### config.mk
export PLATFORM = sky130hd
export DESIGN_NAME = four_level_interrupt_controller
export DESIGN_NICKNAME = d
export VERILOG_FILES = /design/src/intc_pkg.sv /design/src/four_level_interrupt_controller.sv
export SDC_FILE = /design/constraint.sdc
export NUM_CORES = 1
export LEC_CHECK = 0
export ABC_AREA = 1
export BUFFER_PORTS_ARGS = -buffer_cell sky130_fd_sc_hd__buf_4
export CAP_MARGIN = 20
export CORE_ASPECT_RATIO = 1.75
export CORE_MARGIN = 1
export CORE_UTILIZATION = 50
export CTS_BUF_LIST = sky130_fd_sc_hd__clkbuf_8
export DETAILED_ROUTE_END_ITERATION = 6
export PLACE_DENSITY = 0.89
export SKIP_CTS_REPAIR_TIMING = 1
export SLEW_MARGIN = 25
export SYNTH_ARGS = -nofsm -noshare
export SYNTH_HDL_FRONTEND = slang
export SYNTH_SLANG_ARGS = --single-unit
### constraint.sdc
create_clock -name CLK -period 13.8 [get_ports CLK]
set_clock_uncertainty 0.2 [all_clocks]
set_input_delay 3.45 -clock CLK [delete_from_list [all_inputs] [get_ports CLK]]
set_output_delay 3.45 -clock CLK [all_outputs]
set_load 0.005 [all_outputs]
### src/intc_pkg.sv
// Constants, register map and carriers for the four-level interrupt controller.
// Assumes a 32-bit classic Wishbone slave port and a CPU core on the same clock.
package intc_pkg;

  localparam int NUM_SRC = 11;
  localparam int NUM_LEVELS = 4;
  localparam int REG_W = 8;
  localparam int VEC_W = 16;
  localparam int SRC_IDX_W = 4;
  localparam int LVL_W = 2;
  localparam int EVT_W = 3;
  localparam int WB_DW = 32;
  localparam int WB_AW = 12;
  localparam int IDX_W = 10;

  // Register indexes; byte address is four times the index
  localparam logic [IDX_W-1:0] IDX_IEN_PRIMARY = 10'h0a8;
  localparam logic [IDX_W-1:0] IDX_PRIO_LOW_PRIMARY = 10'h0b8;
  localparam logic [IDX_W-1:0] IDX_PRIO_HIGH_PRIMARY = 10'h0b7;
  localparam logic [IDX_W-1:0] IDX_IEN_SECONDARY = 10'h0b1;
  localparam logic [IDX_W-1:0] IDX_PRIO_LOW_SECONDARY = 10'h0b2;
  localparam logic [IDX_W-1:0] IDX_PRIO_HIGH_SECONDARY = 10'h0b3;
  localparam logic [IDX_W-1:0] IDX_EVT_STATUS = 10'h0c0;
  localparam logic [IDX_W-1:0] IDX_EVT_MASK = 10'h0c1;
  localparam logic [IDX_W-1:0] IDX_SERVICE = 10'h0c2;
  localparam logic [IDX_W-1:0] IDX_VECTOR_LO = 10'h0c3;
  localparam logic [IDX_W-1:0] IDX_VECTOR_HI = 10'h0c4;
  localparam logic [IDX_W-1:0] IDX_IEN_PRIMARY_SET = 10'h0c8;
  localparam logic [IDX_W-1:0] IDX_IEN_PRIMARY_CLR = 10'h0c9;
  localparam logic [IDX_W-1:0] IDX_PRIO_LOW_PRIMARY_SET = 10'h0ca;
  localparam logic [IDX_W-1:0] IDX_PRIO_LOW_PRIMARY_CLR = 10'h0cb;

  // Reset values and writable bits
  localparam logic [REG_W-1:0] RST_REG = 8'h00;
  localparam logic [REG_W-1:0] WMASK_IEN_PRIMARY = 8'hff;
  localparam logic [REG_W-1:0] WMASK_PRIO_PRIMARY = 8'h7f;
  localparam logic [REG_W-1:0] WMASK_SECONDARY = 8'h47;
  localparam logic [EVT_W-1:0] RST_EVT = 3'h0;
  localparam logic [VEC_W-1:0] RESET_VECTOR = 16'h0000;

  localparam int GLOBAL_EN_BIT = 7;
  localparam int EVT_TAKEN = 0;
  localparam int EVT_PREEMPT = 1;
  localparam int EVT_STRAY_RETURN = 2;

  // Source numbering is the polling order within a level, first wins
  localparam int SRC_EXT0 = 0;
  localparam int SRC_TIMER0 = 1;
  localparam int SRC_EXT1 = 2;
  localparam int SRC_TIMER1 = 3;
  localparam int SRC_SERIAL = 4;
  localparam int SRC_TIMER2 = 5;
  localparam int SRC_COUNTER_ARRAY = 6;
  localparam int SRC_KEYBOARD = 7;
  localparam int SRC_TWI = 8;
  localparam int SRC_SPI = 9;
  localparam int SRC_USB = 10;

  // Per source: 1 when its bits live in the secondary registers, and the bit used
  localparam logic SRC_IN_SECONDARY [NUM_SRC] = '{0, 0, 0, 0, 0, 0, 0, 1, 1, 1, 1};
  localparam int SRC_BIT_POS [NUM_SRC] = '{0, 1, 2, 3, 4, 5, 6, 0, 1, 2, 6};
  localparam logic [VEC_W-1:0] SRC_VECTOR [NUM_SRC] = '{
    16'h0003, 16'h000b, 16'h0013, 16'h001b, 16'h0023, 16'h002b,
    16'h0033, 16'h003b, 16'h0043, 16'h004b, 16'h0053};

  typedef struct packed {
    logic timer0;
    logic timer1;
    logic timer2;
    logic serial;
    logic counter_array;
    logic keyboard;
    logic twi;
    logic spi;
    logic usb;
  } periph_req_s;

  typedef struct packed {
    logic valid;
    logic [LVL_W-1:0] level;
    logic [SRC_IDX_W-1:0] source;
    logic [VEC_W-1:0] vector;
  } core_offer_s;

  typedef struct packed {
    logic take;
    logic done;
  } core_reply_s;

endpackage

### src/four_level_interrupt_controller.sv
// Four-level interrupt controller: enables, priorities, nesting and vector offer.
// Assumes peripheral requests are levels on CLK, ext pins are asynchronous and
// active low, and the core answers an offer with a one-cycle take pulse.
//
// Behaviour
// - Eleven sources: two pins, three timers, serial, SPI, TWI, keyboard, USB, counter array.
// - Each source has its own enable bit; disabled sources never get serviced.
// - Primary enable bit 7 is a global enable; zero blocks all service.
// - Primary enable bit 6 gates the counter array interrupt.
// - Timer enables sit at primary bits 5, 3 and 1 for timers 2, 1, 0.
// - Serial port enable is primary enable bit 4.
// - External input enables: bit 2 for input one, bit 0 for input zero.
// - Primary enable register at A8h, resets to zero, single-bit access supported.
// - Priority level is high bit and low bit pair, 00 lowest, 11 highest.
// - Low priority register at B8h, bits 6..0 per source, bit 7 reserved.
// - Higher level preempts a running lower handler; same level is blocked.
// - A running highest-level handler blocks every other request until done.
// - Simultaneous requests of different levels: the higher level is serviced first.
// - Same-level simultaneous requests are chosen by a fixed polling order.
// - Vectors: counter array 0033h, keyboard 003Bh, SPI 004Bh.
// - Reset vector 0000h order 0; ext zero 0003h order 1; timer 0 000Bh order 2.
// - High priority register at B7h, same layout, resets zero, no bit access.
// - Secondary enable at B1h: USB bit 6, SPI 2, TWI 1, keyboard 0.
//
// Design decision made here: the Wishbone register port.
`timescale 1ns/100ps
`default_nettype none

module four_level_interrupt_controller (
  // Clock and reset
  input wire logic CLK,
  input wire logic RESETN,
  // Wishbone slave
  input wire logic CYC_I,
  input wire logic STB_I,
  input wire logic WE_I,
  input wire logic [intc_pkg::WB_AW-1:0] ADR_I,
  input wire logic [3:0] SEL_I,
  input wire logic [intc_pkg::WB_DW-1:0] DAT_I,
  output logic [intc_pkg::WB_DW-1:0] DAT_O,
  output logic ACK_O,
  // Interrupt sources
  input wire logic EXT_IRQ_PIN_ZERO_N,
  input wire logic EXT_IRQ_PIN_ONE_N,
  input wire intc_pkg::periph_req_s PERIPH_REQ,
  // Core side
  output intc_pkg::core_offer_s CORE_OFFER,
  input wire intc_pkg::core_reply_s CORE_REPLY,
  // Event interrupt
  output logic IRQ
);

  typedef enum logic [1:0] {OFFER_IDLE, OFFER_SHOWN, OFFER_SETTLE} offer_state_e;

  // Picks the bit of one source out of a primary/secondary register pair
  function automatic logic src_bit(input logic [intc_pkg::REG_W-1:0] prim,
                                   input logic [intc_pkg::REG_W-1:0] sec, input int s);
    logic r;
    r = intc_pkg::SRC_IN_SECONDARY[s] ? sec[intc_pkg::SRC_BIT_POS[s]]
                                      : prim[intc_pkg::SRC_BIT_POS[s]];
    return r;
  endfunction

  // Register write with byte lane 0 and a writable-bit mask
  function automatic logic [intc_pkg::REG_W-1:0] reg_write(
      input logic [intc_pkg::REG_W-1:0] old, input logic [intc_pkg::REG_W-1:0] d,
      input logic [intc_pkg::REG_W-1:0] wmask);
    logic [intc_pkg::REG_W-1:0] r;
    r = (old & ~wmask) | (d & wmask);
    return r;
  endfunction

  logic [intc_pkg::REG_W-1:0] ien_prim_ff;
  logic [intc_pkg::REG_W-1:0] prio_low_prim_ff;
  logic [intc_pkg::REG_W-1:0] prio_high_prim_ff;
  logic [intc_pkg::REG_W-1:0] ien_sec_ff;
  logic [intc_pkg::REG_W-1:0] prio_low_sec_ff;
  logic [intc_pkg::REG_W-1:0] prio_high_sec_ff;
  logic [intc_pkg::EVT_W-1:0] evt_status_ff;
  logic [intc_pkg::EVT_W-1:0] evt_mask_ff;
  logic [intc_pkg::NUM_LEVELS-1:0] in_service_ff;
  logic [1:0] ext0_sync_ff;
  logic [1:0] ext1_sync_ff;
  offer_state_e offer_state_ff;
  offer_state_e nxt_offer_state;
  intc_pkg::core_offer_s offer_ff;
  intc_pkg::core_offer_s nxt_offer;
  logic ack_ff;
  logic [intc_pkg::WB_DW-1:0] dat_ff;
  logic irq_ff;

  logic [intc_pkg::REG_W-1:0] wdata;
  logic [intc_pkg::IDX_W-1:0] idx;
  logic bus_req;
  logic wr_lane0;
  logic [intc_pkg::NUM_SRC-1:0] src_req;
  logic [intc_pkg::NUM_SRC-1:0] src_en;
  logic [intc_pkg::NUM_SRC-1:0] active;
  logic [intc_pkg::LVL_W-1:0] src_lvl [intc_pkg::NUM_SRC];
  logic win_found;
  logic [intc_pkg::LVL_W-1:0] win_lvl;
  logic [intc_pkg::SRC_IDX_W-1:0] win_src;
  logic any_service;
  logic [intc_pkg::LVL_W-1:0] top_lvl;
  logic eligible;
  logic take_ok;
  logic [intc_pkg::NUM_LEVELS-1:0] service_after_done;
  logic [intc_pkg::EVT_W-1:0] evt_set;
  logic [intc_pkg::REG_W-1:0] rd_byte;

  assign idx = ADR_I[intc_pkg::WB_AW-1:2];
  assign bus_req = CYC_I && STB_I && !ack_ff;
  assign wr_lane0 = bus_req && WE_I && SEL_I[0];
  assign wdata = DAT_I[intc_pkg::REG_W-1:0];

  // Pins are asynchronous: two flops before anything looks at them
  always_ff @(posedge CLK) begin
    if (!RESETN) begin
      ext0_sync_ff <= 2'h0;
      ext1_sync_ff <= 2'h0;
    end else begin
      ext0_sync_ff <= {ext0_sync_ff[0], !EXT_IRQ_PIN_ZERO_N};
      ext1_sync_ff <= {ext1_sync_ff[0], !EXT_IRQ_PIN_ONE_N};
    end
  end

  // Requests gathered in polling order
  always_comb begin
    src_req = '0;
    src_req[intc_pkg::SRC_EXT0] = ext0_sync_ff[1];
    src_req[intc_pkg::SRC_TIMER0] = PERIPH_REQ.timer0;
    src_req[intc_pkg::SRC_EXT1] = ext1_sync_ff[1];
    src_req[intc_pkg::SRC_TIMER1] = PERIPH_REQ.timer1;
    src_req[intc_pkg::SRC_SERIAL] = PERIPH_REQ.serial;
    src_req[intc_pkg::SRC_TIMER2] = PERIPH_REQ.timer2;
    src_req[intc_pkg::SRC_COUNTER_ARRAY] = PERIPH_REQ.counter_array;
    src_req[intc_pkg::SRC_KEYBOARD] = PERIPH_REQ.keyboard;
    src_req[intc_pkg::SRC_TWI] = PERIPH_REQ.twi;
    src_req[intc_pkg::SRC_SPI] = PERIPH_REQ.spi;
    src_req[intc_pkg::SRC_USB] = PERIPH_REQ.usb;
  end

  // Enable and level per source
  for (genvar s = 0; s < intc_pkg::NUM_SRC; s++) begin : g_src
    // Bit positions come from the source table
    assign src_en[s] = src_bit(ien_prim_ff, ien_sec_ff, s);
    assign src_lvl[s] = {src_bit(prio_high_prim_ff, prio_high_sec_ff, s),
                         src_bit(prio_low_prim_ff, prio_low_sec_ff, s)};
    assign active[s] = src_req[s] && src_en[s] && ien_prim_ff[intc_pkg::GLOBAL_EN_BIT];
  end

  // Highest level wins; on a tie the lowest polling number is kept
  always_comb begin
    win_found = 1'b0;
    win_lvl = '0;
    win_src = '0;
    for (int i = 0; i < intc_pkg::NUM_SRC; i++) begin
      if (active[i] && (!win_found || src_lvl[i] > win_lvl)) begin
        win_found = 1'b1;
        win_lvl = src_lvl[i];
        win_src = intc_pkg::SRC_IDX_W'(i);
      end
    end
  end

  // Highest level currently in service
  always_comb begin
    any_service = |in_service_ff;
    top_lvl = '0;
    for (int l = 0; l < intc_pkg::NUM_LEVELS; l++) begin
      if (in_service_ff[l]) begin
        top_lvl = intc_pkg::LVL_W'(l);
      end
    end
  end

  // Only a strictly higher level may interrupt; level 3 blocks everything
  assign eligible = win_found && (!any_service || win_lvl > top_lvl);

  assign take_ok = (offer_state_ff == OFFER_SHOWN) && CORE_REPLY.take;

  // Return clears the newest (highest) level, uncovering the one it preempted
  always_comb begin
    service_after_done = in_service_ff;
    if (CORE_REPLY.done && any_service) begin
      service_after_done[top_lvl] = 1'b0;
    end
  end

  always_ff @(posedge CLK) begin
    if (!RESETN) begin
      in_service_ff <= '0;
    end else if (take_ok) begin
      in_service_ff <= service_after_done | (intc_pkg::NUM_LEVELS'(1) << offer_ff.level);
    end else begin
      in_service_ff <= service_after_done;
    end
  end

  // Offer sequencing; a settle cycle lets the new in-service level take effect
  always_comb begin
    nxt_offer_state = offer_state_ff;
    nxt_offer = offer_ff;
    unique case (offer_state_ff)
      OFFER_IDLE: begin
        if (eligible) begin
          nxt_offer_state = OFFER_SHOWN;
          nxt_offer.valid = 1'b1;
          nxt_offer.level = win_lvl;
          nxt_offer.source = win_src;
          nxt_offer.vector = intc_pkg::SRC_VECTOR[win_src];
        end
      end
      OFFER_SHOWN: begin
        if (CORE_REPLY.take) begin
          nxt_offer_state = OFFER_SETTLE;
          nxt_offer.valid = 1'b0;
        end else if (!eligible) begin
          nxt_offer_state = OFFER_IDLE;
          nxt_offer.valid = 1'b0;
        end else begin
          // A better request arriving before the take replaces the offer
          nxt_offer.level = win_lvl;
          nxt_offer.source = win_src;
          nxt_offer.vector = intc_pkg::SRC_VECTOR[win_src];
        end
      end
      OFFER_SETTLE: begin
        nxt_offer_state = OFFER_IDLE;
      end
    endcase
  end

  always_ff @(posedge CLK) begin
    if (!RESETN) begin
      offer_state_ff <= OFFER_IDLE;
      offer_ff <= '{valid: 1'b0, level: '0, source: '0,
                    vector: intc_pkg::RESET_VECTOR};
    end else begin
      offer_state_ff <= nxt_offer_state;
      offer_ff <= nxt_offer;
    end
  end

  // Primary enable: full byte write plus set and clear aliases for bit access
  always_ff @(posedge CLK) begin
    if (!RESETN) begin
      ien_prim_ff <= intc_pkg::RST_REG;
    end else if (wr_lane0) begin
      if (idx == intc_pkg::IDX_IEN_PRIMARY) begin
        ien_prim_ff <= reg_write(ien_prim_ff, wdata, intc_pkg::WMASK_IEN_PRIMARY);
      end else if (idx == intc_pkg::IDX_IEN_PRIMARY_SET) begin
        ien_prim_ff <= ien_prim_ff | wdata;
      end else if (idx == intc_pkg::IDX_IEN_PRIMARY_CLR) begin
        ien_prim_ff <= ien_prim_ff & ~wdata;
      end
    end
  end

  // Primary low priority, bit 7 reserved
  always_ff @(posedge CLK) begin
    if (!RESETN) begin
      prio_low_prim_ff <= intc_pkg::RST_REG;
    end else if (wr_lane0) begin
      if (idx == intc_pkg::IDX_PRIO_LOW_PRIMARY) begin
        prio_low_prim_ff <= reg_write(prio_low_prim_ff, wdata,
                                      intc_pkg::WMASK_PRIO_PRIMARY);
      end else if (idx == intc_pkg::IDX_PRIO_LOW_PRIMARY_SET) begin
        prio_low_prim_ff <= prio_low_prim_ff | (wdata & intc_pkg::WMASK_PRIO_PRIMARY);
      end else if (idx == intc_pkg::IDX_PRIO_LOW_PRIMARY_CLR) begin
        prio_low_prim_ff <= prio_low_prim_ff & ~wdata;
      end
    end
  end

  // Primary high priority: byte access only
  always_ff @(posedge CLK) begin
    if (!RESETN) begin
      prio_high_prim_ff <= intc_pkg::RST_REG;
    end else if (wr_lane0 && idx == intc_pkg::IDX_PRIO_HIGH_PRIMARY) begin
      prio_high_prim_ff <= reg_write(prio_high_prim_ff, wdata,
                                     intc_pkg::WMASK_PRIO_PRIMARY);
    end
  end

  // Secondary enable and priorities
  always_ff @(posedge CLK) begin
    if (!RESETN) begin
      ien_sec_ff <= intc_pkg::RST_REG;
      prio_low_sec_ff <= intc_pkg::RST_REG;
      prio_high_sec_ff <= intc_pkg::RST_REG;
    end else if (wr_lane0) begin
      if (idx == intc_pkg::IDX_IEN_SECONDARY) begin
        ien_sec_ff <= reg_write(ien_sec_ff, wdata, intc_pkg::WMASK_SECONDARY);
      end
      if (idx == intc_pkg::IDX_PRIO_LOW_SECONDARY) begin
        prio_low_sec_ff <= reg_write(prio_low_sec_ff, wdata, intc_pkg::WMASK_SECONDARY);
      end
      if (idx == intc_pkg::IDX_PRIO_HIGH_SECONDARY) begin
        prio_high_sec_ff <= reg_write(prio_high_sec_ff, wdata, intc_pkg::WMASK_SECONDARY);
      end
    end
  end

  // Events: vector taken, taken while nested, return with nothing in service
  always_comb begin
    evt_set = '0;
    evt_set[intc_pkg::EVT_TAKEN] = take_ok;
    evt_set[intc_pkg::EVT_PREEMPT] = take_ok && any_service;
    evt_set[intc_pkg::EVT_STRAY_RETURN] = CORE_REPLY.done && !any_service;
  end

  // Write one to clear; a new event in the same cycle wins
  always_ff @(posedge CLK) begin
    if (!RESETN) begin
      evt_status_ff <= intc_pkg::RST_EVT;
    end else if (wr_lane0 && idx == intc_pkg::IDX_EVT_STATUS) begin
      evt_status_ff <= (evt_status_ff & ~wdata[intc_pkg::EVT_W-1:0]) | evt_set;
    end else begin
      evt_status_ff <= evt_status_ff | evt_set;
    end
  end

  always_ff @(posedge CLK) begin
    if (!RESETN) begin
      evt_mask_ff <= intc_pkg::RST_EVT;
    end else if (wr_lane0 && idx == intc_pkg::IDX_EVT_MASK) begin
      evt_mask_ff <= wdata[intc_pkg::EVT_W-1:0];
    end
  end

  always_ff @(posedge CLK) begin
    if (!RESETN) begin
      irq_ff <= 1'b0;
    end else begin
      irq_ff <= |(evt_status_ff & evt_mask_ff);
    end
  end

  // Read mux; unmapped and reserved bits read zero
  always_comb begin
    rd_byte = '0;
    unique case (idx)
      intc_pkg::IDX_IEN_PRIMARY: rd_byte = ien_prim_ff;
      intc_pkg::IDX_PRIO_LOW_PRIMARY: rd_byte = prio_low_prim_ff;
      intc_pkg::IDX_PRIO_HIGH_PRIMARY: rd_byte = prio_high_prim_ff;
      intc_pkg::IDX_IEN_SECONDARY: rd_byte = ien_sec_ff;
      intc_pkg::IDX_PRIO_LOW_SECONDARY: rd_byte = prio_low_sec_ff;
      intc_pkg::IDX_PRIO_HIGH_SECONDARY: rd_byte = prio_high_sec_ff;
      intc_pkg::IDX_EVT_STATUS: rd_byte = intc_pkg::REG_W'(evt_status_ff);
      intc_pkg::IDX_EVT_MASK: rd_byte = intc_pkg::REG_W'(evt_mask_ff);
      intc_pkg::IDX_SERVICE: rd_byte = {3'h0, offer_ff.valid, in_service_ff};
      intc_pkg::IDX_VECTOR_LO: rd_byte = offer_ff.vector[7:0];
      intc_pkg::IDX_VECTOR_HI: rd_byte = offer_ff.vector[15:8];
      default: rd_byte = '0;
    endcase
  end

  // One-cycle ack to every access, mapped or not
  always_ff @(posedge CLK) begin
    if (!RESETN) begin
      ack_ff <= 1'b0;
      dat_ff <= '0;
    end else begin
      ack_ff <= bus_req;
      if (bus_req && !WE_I) begin
        dat_ff <= intc_pkg::WB_DW'(rd_byte);
      end
    end
  end

  assign ACK_O = ack_ff;
  assign DAT_O = dat_ff;
  assign CORE_OFFER = offer_ff;
  assign IRQ = irq_ff;

endmodule // four_level_interrupt_controller

`default_nettype wire

==> impl_metrics.tcl <==
set metrics [dict create \
    pwr-share-clk_pct 47.9 \
    grt_pass1_vias 4480 \
    routedWlPerCell_um 15.1 \
    antennaDiodeCount 0 \
    yosysTopAreaCell "dfxtp_1" \
    endpoint "CORE_OFFER[19]$_SDFFE_PN0P_" \
    yosysTopAreaCellShare_pct 30.9 \
    crit_slowest_cell "ha_1" \
    seq_power_share_pct 46.3 \
    place.gp.congestion 0.944 \
    die_h_um 129 \
    drtAntennaViolNets 0 \
    slew_violations 0 \
    clk_path_buf_depth 2 \
    h-tree-depth 3 \
    use_met1_pct 28.6 \
    mostFrequentLayoutCells "113 x nand2_1, 108 x buf_4, 97 x inv_1" \
    switching_share_pct 23.4 \
    period_needed_ps 13530 \
    synth_area_per_cell_um2 6.62 \
    clk_latency_ps 370 \
    seq_area_mm2 0.00142 \
    wirelength_mm 13.9 \
    cpMostUsedCell "nand2_2" \
    path_class "input port to flip-flop" \
    start_util_pct 52.3 \
    worst_slack_ps 270 \
    slowest_delay_ps 290 \
    worst_pin_slew_ps 851 \
    drive_above_1_share_pct 27.5 \
    cts-root-buf "clkbuf_8" \
    area_delta_synth_final_pct 30.9 \
    hold_class "flip-flop to flip-flop" \
    grt_use_met2_pct 48.8 \
    grt_first_pass_wirelength_mm 19.9 \
    grt_overflow 0 \
    cts_num_sinks 71 \
    drt-vias-per-instance 5.37 \
    relSlewSlack_pct 42.8 \
    grt_max_degree 46 \
    yosysWarnings 0 \
    cp-start-kind "input port" \
    grt.met3_usage_pct 4.70 \
    critPathCaptureType "flip-flop" \
    stdcell_area_mm2 0.00601 \
    drt_pass1_iterations 5 \
    rr_worst_depth 96 \
    synthFlopType "dfxtp_1" \
    crit_start "PERIPH_REQ[8]" \
    drtIter0Drc 501 \
    io_pins 123 \
    clkTransAtPathRegs_ps 80 \
    port_buffers 59 \
    hold_viol 0 \
    yosysSeqAreaShare_pct 30.9 \
    synth.distinct_cells 38 \
    reg2reg_slack_ps 1530 \
    placed_area_mm2 0.00525 \
    intPower_uw 341 \
    p_per_area_mw_per_mm2 73.9 \
    power.total_uw 445 \
    synth_enable_flop_cells 0 \
    coreArea_mm2 0.00878 \
    die_area_mm2 0.00959 \
    grt_usage_pct 27.6 \
    peakVddDrop_mv 0.0805 \
    cts_tree "built" \
    vias 4966 \
    leakage_nw 2.70 \
    die_w_um 74.5 \
    nets 889 \
    multiInputGateArea_mm2 0.00293 \
    fmax_mhz 73.9 \
    setup_viol 0 \
    nFillCells 721 \
    final_common_cell "nand2_1" \
    ys_async_sr_fraction_pct 0 \
    route.detailed.drc 0 \
    synth-seq-cells 71 \
    syn_area_mm2 0.00459 \
    pre_cts_ws_ps -815 \
    cts_buffers 9 \
    p_comb_share_pct 5.8 \
    worstPathRequired_ps 13870 \
    antenna_found_initial 0 \
    p_switching_uw 104 \
    r2r_end "CORE_OFFER[19]$_SDFFE_PN0P_" \
    status "completed" \
    fp-row-count 45 \
    yosys-top-cells-area "dfxtp_1 31%, nand2_1 11%, inv_1 8.6%, a21oi_1 6.8%, o21ai_0 6.8%" \
    grt-busiest-layer "met2" \
    netlist_instances 694 \
    critPathMaxFanout 5 \
    fin_crit_sh_pct 98.0 \
    dp_hpwl_mm 9.85 \
    timing.max_cap.violations 0 \
    critPathArrivalTime_ps 13600 \
]
layout make-up:
cell class,count,area share [%]
clock buffer,10,2.29
clock inverter,6,1.91
inverter,113,7.05
multi-input combinational,496,48.6
sequential,71,23.6
tap,117,2.43
timing repair buffer,111,14.0
synthesized netlist by cell type (3+ instances only):
master and instances:
clkbuf_1 9, nand2_4 4, a211oi_1 5, inv_2 6, nand3_2 9, nand4_1 3, o21ai_1 4, a22oi_1 3
inv_1 105, o22ai_1 8, nand2_1 131, o21ai_0 62, o211ai_1 3, o21ai_2 3, and2_1 4, nand3_1 43
nor3_1 10, dfxtp_1 71, nand2_2 10, buf_4 38, nor2_1 59, a21oi_1 62, ha_1 21
cell families (layout without fill, tap and decap cells):
logic type	after synthesis	count (layout)	synth area share, %
fa+ha+maj	21	21	5.72
other cells	1	34	0.0816
simple gates	277	277	27.1
compound gates	164	164	20.0
buf+inv	160	240	16.2
flops	71	71	30.9
how the worst min path moves through the flow:
stage | start | end | cells past startpoint
after floorplan | ext0_sync_ff[0]$_SDFF_PN0_ | ext0_sync_ff[1]$_SDFF_PN0_ | 2
after global placement | ext0_sync_ff[0]$_SDFF_PN0_ | ext0_sync_ff[1]$_SDFF_PN0_ | 2
after detailed placement | ext0_sync_ff[0]$_SDFF_PN0_ | ext0_sync_ff[1]$_SDFF_PN0_ | 2
after CTS | ext1_sync_ff[0]$_SDFF_PN0_ | ext1_sync_ff[1]$_SDFF_PN0_ | 2
after global routing | ext0_sync_ff[0]$_SDFF_PN0_ | ext0_sync_ff[1]$_SDFF_PN0_ | 2
final | ext0_sync_ff[0]$_SDFF_PN0_ | ext0_sync_ff[1]$_SDFF_PN0_ | 2
layer usage:
layer,vias to the layer above,wire length [µm]
met5,-,0
met4,0,900
met3,70,823
met2,237,7300
met1,2241,4900
li1,2418,-
stage by stage:
step           utilization, %  hold slack (ps)  setup TNS [ps]  instances
2_1_floorplan               -              190               0        727
3_3_place_gp             59.7              200           -3950        890
3_5_place_dp             59.8              203           -7530        890
4_1_cts                  62.6              222           -3320        906
5_1_grt                  68.5              246           -2770        924
6_report                 68.5              219               0        924
power groups by stage:
| stage | Sequential (mW) | Clock (mW) | Combinational (mW) |
|---|---|---|---|
| detailed placement | 0.211 | 0 | 0.0245 |
| global route | 0.206 | 0.223 | 0.0279 |
| floorplan | 0.211 | 0 | 0.0180 |
| CTS | 0.206 | 0.213 | 0.0246 |
| finish | 0.206 | 0.213 | 0.0256 |
| global placement | 0.211 | 0 | 0.0243 |
critical path: cells and delay by family:
| family | cells | cell delay (ps) |
|---|---|---|
| AOI/OAI and AO/OA | 17 | 1870 |
| adders and majority gates | 10 | 2640 |
| buffers and inverters | 16 | 1300 |
| and+or+nand+nor | 47 | 4300 |
(Power assumes the default switching activity.)
